===== src/common/pcnt_pkg.sv =====
package pcnt_pkg;

	// Counter geometry and values
	localparam int CNT_W = 4;
	localparam logic [3:0] CNT_RESET = 4'h0;
	localparam logic [3:0] CNT_MAX = 4'hF;
	localparam logic [3:0] CNT_ONE = 4'h1;
	localparam logic [3:0] PRESET_RESET = 4'h0;

	////////////////////////////////////////////////////////////////////////
	// Register bus map, byte addresses
	localparam int WB_AW = 4;
	localparam int WB_DW = 32;
	localparam logic [3:0] ADDR_STATUS = 4'h0;
	localparam logic [3:0] ADDR_PRESET = 4'h4;
	localparam logic [3:0] ADDR_CMD = 4'h8;

	// Field positions
	localparam int ST_CARRY_BIT = 4;
	localparam int ST_PEND_BIT = 5;
	localparam int CMD_LOAD_BIT = 0;

	////////////////////////////////////////////////////////////////////////
	function automatic logic isMax(input logic [3:0] v);
		return v == CNT_MAX;
	endfunction

	function automatic logic [3:0] incr(input logic [3:0] v);
		return v + CNT_ONE;
	endfunction

endpackage


===== src/hdl/carry_logic.sv =====
`timescale 1ns/100ps
module carry_logic
	import pcnt_pkg::*;
(
	input wire logic [3:0] count, // Current count
	input wire logic enableP, // Count permit
	input wire logic enableT, // Carry-chain enable
	input wire logic loadN, // Load, active low
	output logic countEn, // Advance at next edge
	output logic carry // Terminal count
);

	always_comb begin
		countEn = enableP & enableT & loadN;
		// Not gated by load or permit, so a held maximum still carries
		carry = enableT & isMax(count);
	end

endmodule


===== src/hdl/counter_core.sv =====
`timescale 1ns/100ps
module counter_core
	import pcnt_pkg::*;
#(
	parameter bit ASYNC_CLEAR = 1'b1 // 1: clear acts without the clock
) (
	input wire logic mclk, // System clock
	input wire logic reset, // Synchronous reset, active high
	input wire logic clearN, // Counter clear, active low
	input wire logic loadN, // Preset load, active low
	input wire logic countEn, // Advance enable
	input wire logic swPend, // Software load pending
	input wire logic [3:0] presetIn, // Preset from pins
	input wire logic [3:0] swPreset, // Preset from register
	output logic [3:0] count, // Count state
	output logic swLoadTaken // Software load done this edge
);

	logic [3:0] count_ff;
	logic [3:0] nxt_count;

	always_comb begin
		nxt_count = count_ff;
		swLoadTaken = 1'b0;
		if (!clearN) begin
			nxt_count = CNT_RESET;
		end else if (!loadN) begin
			nxt_count = presetIn;
		end else if (swPend) begin
			nxt_count = swPreset;
			swLoadTaken = 1'b1;
		end else if (countEn) begin
			nxt_count = incr(count_ff);
		end
	end

	generate
		if (ASYNC_CLEAR) begin : g_async
			always_ff @(posedge mclk or negedge clearN) begin
				if (!clearN) begin
					count_ff <= CNT_RESET;
				end else if (reset) begin
					count_ff <= CNT_RESET;
				end else begin
					count_ff <= nxt_count;
				end
			end
		end else begin : g_sync
			always_ff @(posedge mclk) begin
				if (reset) begin
					count_ff <= CNT_RESET;
				end else begin
					count_ff <= nxt_count;
				end
			end
		end
	endgenerate

	assign count = count_ff;

endmodule


===== src/hdl/presettable_counter.sv =====
// The register offsets and the Wishbone register port were decided locally.
`timescale 1ns/100ps
module presettable_counter
	import pcnt_pkg::*;
#(
	parameter bit ASYNC_CLEAR = 1'b1 // 1: clear acts without the clock
) (
	input wire logic mclk, // 20 MHz system clock
	input wire logic reset, // Synchronous reset, active high
	input wire logic clearN, // Counter clear, active low
	input wire logic loadN, // Preset load, active low
	input wire logic enableP, // Count permit
	input wire logic enableT, // Carry-chain enable
	input wire logic [3:0] presetIn, // Preset value
	output logic [3:0] countOut, // Count value
	output logic carryOut, // Terminal count for cascading
	input wire logic cyc_i, // Wishbone cycle
	input wire logic stb_i, // Wishbone strobe
	input wire logic we_i, // Wishbone write enable
	input wire logic [3:0] adr_i, // Wishbone byte address
	input wire logic [3:0] sel_i, // Wishbone byte lanes
	input wire logic [31:0] dat_i, // Wishbone write data
	output logic [31:0] dat_o, // Wishbone read data
	output logic ack_o // Wishbone acknowledge
);

	////////////////////////////////////////////////////////////////////////
	// Counter datapath

	logic countEn;
	logic swLoadTaken;
	logic [3:0] count;

	logic ack_ff;
	logic nxt_ack;
	logic [31:0] datO_ff;
	logic [31:0] nxt_datO;
	logic [3:0] swPreset_ff;
	logic [3:0] nxt_swPreset;
	logic swPend_ff;
	logic nxt_swPend;
	logic access;
	logic wrLane0;

	carry_logic u_carry (
		.count(count),
		.enableP(enableP),
		.enableT(enableT),
		.loadN(loadN),
		.countEn(countEn),
		.carry(carryOut)
	);

	counter_core #(
		.ASYNC_CLEAR(ASYNC_CLEAR)
	) u_core (
		.mclk(mclk),
		.reset(reset),
		.clearN(clearN),
		.loadN(loadN),
		.countEn(countEn),
		.swPend(swPend_ff),
		.presetIn(presetIn),
		.swPreset(swPreset_ff),
		.count(count),
		.swLoadTaken(swLoadTaken)
	);

	assign countOut = count;

	////////////////////////////////////////////////////////////////////////
	// Wishbone slave and software registers

	always_comb begin
		access = cyc_i & stb_i & ~ack_ff;
		wrLane0 = access & we_i & sel_i[0];
		nxt_ack = access;
		nxt_datO = datO_ff;
		nxt_swPreset = swPreset_ff;
		// Pin load keeps priority, so a software load may wait some edges
		nxt_swPend = swPend_ff & ~swLoadTaken;
		if (access) begin
			nxt_datO = '0;
			case (adr_i)
				ADDR_STATUS: begin
					nxt_datO[CNT_W-1:0] = count;
					nxt_datO[ST_CARRY_BIT] = carryOut;
					nxt_datO[ST_PEND_BIT] = swPend_ff;
				end
				ADDR_PRESET: begin
					nxt_datO[CNT_W-1:0] = swPreset_ff;
				end
				default: begin
					nxt_datO = '0;
				end
			endcase
		end
		if (wrLane0 && adr_i == ADDR_PRESET) begin
			nxt_swPreset = dat_i[CNT_W-1:0];
		end
		// A new request in the cycle the old one is taken is kept
		if (wrLane0 && adr_i == ADDR_CMD && dat_i[CMD_LOAD_BIT]) begin
			nxt_swPend = 1'b1;
		end
	end

	always_ff @(posedge mclk) begin
		if (reset) begin
			ack_ff <= 1'b0;
			datO_ff <= '0;
			swPreset_ff <= PRESET_RESET;
			swPend_ff <= 1'b0;
		end else begin
			ack_ff <= nxt_ack;
			datO_ff <= nxt_datO;
			swPreset_ff <= nxt_swPreset;
			swPend_ff <= nxt_swPend;
		end
	end

	assign ack_o = ack_ff;
	assign dat_o = datO_ff;

	logic runNow;
	assign runNow = clearN & loadN & ~swPend_ff;

	// Clear may strike between edges, so count checks want clearN still high after
	logic cmdWrite;
	assign cmdWrite = wrLane0 & (adr_i == ADDR_CMD) & dat_i[CMD_LOAD_BIT];
endmodule


===== config.mk =====
export PLATFORM = sky130hd
export DESIGN_NAME = presettable_counter
export DESIGN_NICKNAME = d
export VERILOG_FILES = /design/src/common/pcnt_pkg.sv /design/src/hdl/carry_logic.sv /design/src/hdl/counter_core.sv /design/src/hdl/presettable_counter.sv
export SDC_FILE = /design/constraint.sdc
export NUM_CORES = 1
export LEC_CHECK = 0
export ABC_CLOCK_PERIOD_IN_PS = 1900
export BUFFER_PORTS_ARGS = -buffer_cell sky130_fd_sc_hd__buf_2
export CAP_MARGIN = 20
export CORE_MARGIN = 4
export CORE_UTILIZATION = 37
export CTS_CLUSTER_SIZE = 20
export DETAILED_ROUTE_END_ITERATION = 10
export PLACE_DENSITY = 0.8
export SYNTH_ARGS = -nofsm -noshare
export SYNTH_HDL_FRONTEND = slang
export SYNTH_SLANG_ARGS = --single-unit

===== constraint.sdc =====
create_clock -name mclk -period 1.9 [get_ports mclk]
set_input_delay 0.38 -clock mclk [delete_from_list [all_inputs] [get_ports mclk]]
set_output_delay 0.38 -clock mclk [all_outputs]
set_load 0.1 [all_outputs]

==> metrics.txt <==
outcome finished clean; Leak just under 0.6 nW; Core Util, Final between 40% and 50%; final setup TNS 0 ns; Critical Path Fanout Max 6; CTS Sinks 16; Synth Flop Type dfxtp_1; Max rail drop VDD roughly 530 uV; PwrDens roughly 800 nW/um2; # port buffers 33; f_max 575.0 MHz; final setup fails 0; first-pass GRT wire length ~3600 um; initial drt markers 12; Die Y 60.31 um; post-detail-place hpwl about 1800 um; Area growth, synth to finish 13.84%; CTS tree built; register bit total from synthesis 16; Avg WL per Cell 12.59 um; Initial Util between 30% and 40%; EDFF count, synth 0; post-layout net count about 200; Final Hold Fails 0; Vias per Instance between 4 and 5; ant diodes 0; critical path required time between 1.5 and 2 ns; Antenna Violating Nets Remaining 0; GRT Resource Usage Total around an eighth; Setup CP Type register to output pin; Worst-path clk slew about 0.1 ns; fillers around 250; # DRC 0; commonest cells after routing, fill and taps aside buf_2 (32), conb_1 (26), nor2_1 (13); wirelength, routed between 2000 and 2500 um; RSZ-0062 raised after global routing no; Worst-Skew Late Latency roughly 0.28 ns; vias in the first global route approximately 840; Worst Setup Start Kind register; clock buffer depth 2; Die ar. about 3600 um2; Mean Syn Cell Area ~8.8 um2; YS warnings 0; Cell Area, Synth approximately 1000 um2; clk root buf clkbuf_4; layout cell share with drive strength beyond 1 approximately a third; Synth Instances around 120; most common cell after layout, fill and taps aside buf_2; largest net degree at the start of global routing 14; TritonCTS Buffers 3; CP arrival 1.36 ns; Slowest-stage cell, CP dfrtp_2; gpl congestion around 0.82; Worst setup EP type output pin; max-slew violations 0; Final period util between 90% and 100%; async set-reset flop share out of synthesis between 20% and 30%; DR pass1 iterations 4; Distinct cells, synth 33; CP peak stage delay about 0.46 ns; Via Count between 800 and 900; post-CTS sizing 0; post-synthesis sequential area ratio between 30% and 40%; Post-CTS Setup Bufs 0; # H-tree levels 1; initial antenna violation count 0; GR Overflow Total 0; critical path, cell by cell ha_1 > and4_2 > buf_12; Hold Crit Class input port to register; Worst Skew approximately 0.0064 ns; IO Pins slightly above 90; Core Region around 2500 um2; min Tclk post-route ~1.7 ns; # Max-Cap Violations 0; chip width between 60 and 70 um; site row count 18
==> kinds of logic after synthesis <==
family,Yosys count,share of synthesized area [%]
adders and majority gates,1,1.236
AOI/OAI and AO/OA,17,11.62
muxes,10,10.26
and+or+nand+nor,37,19.28
buffers and inverters,33,23.61
other,1,0.3705
DFF,16,33.62
==> final timing paths <==
kind,end,slack (ns),depth (start not counted),startpoint
setup / recovery,carryOut,0.16,3,u_core.count[0]
hold reg to reg,dat_o[3],0.51,2,dat_o[3]
setup reg to reg,swPreset_ff[3],0.52,4,ack_o
max in group asynchronous,u_core.count[0],1.30,2,clearN
hold / removal,swPreset_ff[1],0.32,3,dat_i[1]
min in group asynchronous,u_core.count[3],0.44,2,clearN
==> area by class of cell <==
class	count	area, um2	area share (%)
clock buffers	4	36.28	3.149
flip-flops and latches	16	346.6	30.08
inverters	1	6.256	0.5429
repair buffers	35	197.7	17.16
multi-input cells	91	528.0	45.82
well taps	30	37.54	3.257
==> critical path, delay by kind of cell, from the launching register on <==
family | cells | cell delay, ns
adder cells (fa/ha/maj) | 1 | 0.23
flip-flops | 1 | 0.46
buffers and inverters | 1 | 0.17
AND/OR/NAND/NOR | 1 | 0.22
==> report_power, final <==
group | internal, mW | total [mW] | switching, mW
Clock | 0.117 | 0.222 | 0.106
Combinational | 0.0396 | 0.348 | 0.309
Sequential | 0.344 | 0.353 | 0.00888
Total | 0.500 | 0.923 | 0.424
==> repair_timing <==
item	4_1_cts	5_1_grt
hold buffers	1	0
hold endpoints to repair	4	0
endpoints found under the setup margin	0	0
==> flip-flops by register name, indices dropped and copies added, names as in the netlist <==
| signal | cells |
|---|---|
| dat_o | 6 |
| ack_o | 1 |
| swPreset_ff | 4 |
| swPend_ff | 1 |
| u_core.count | 4 |
==> metrics by stage <==
step / std cells / hold WS (ns) / worst slack, ns / total power, mW / area, um2
floorplan: 140 / 0.08441 / 0.006450 / 0.7069 / 1114
global placement: 172 / 0.2029 / 0.3940 / 0.7024 / 1106
detailed placement: 172 / 0.2098 / 0.3495 / 0.7060 / 1106
CTS: 177 / 0.3136 / 0.1492 / 0.9336 / 1152
global route: 177 / 0.3146 / 0.06985 / 0.9638 / 1152
finish: 177 / 0.3193 / 0.1610 / 0.9233 / 1152
==> cells in the mapped netlist, drive strengths merged, types with 2 or more instances <==
library cell,instances,area [um2]
nor2,13,48.80
nor2b,2,12.51
a21oi,4,20.02
mux2i,7,70.07
buf,28,217.7
o2bb2ai,2,17.52
a32oi,2,17.52
nand2,6,22.52
or3,2,12.51
mux2,3,33.78
clkbuf,4,15.01
nand3b,3,22.52
o21ai,2,10.01
dfxtp,12,240.2
a22oi,3,22.52
nand3,3,15.01
dfrtp,4,100.1
==> routing by layer <==
metal / GRT usage, % / routed length [um] / vias to the layer above / share of wire (%)
met5: 0 / 0 / - / 0
met4: 6.013 / 10 / 0 / 0.45
met3: 4.536 / 302 / 2 / 14
met2: 21.60 / 1011 / 52 / 45
met1: 15.10 / 904 / 391 / 41
li1: - / - / 412 / -
Note: power is estimated with default switching activity, not from simulation.
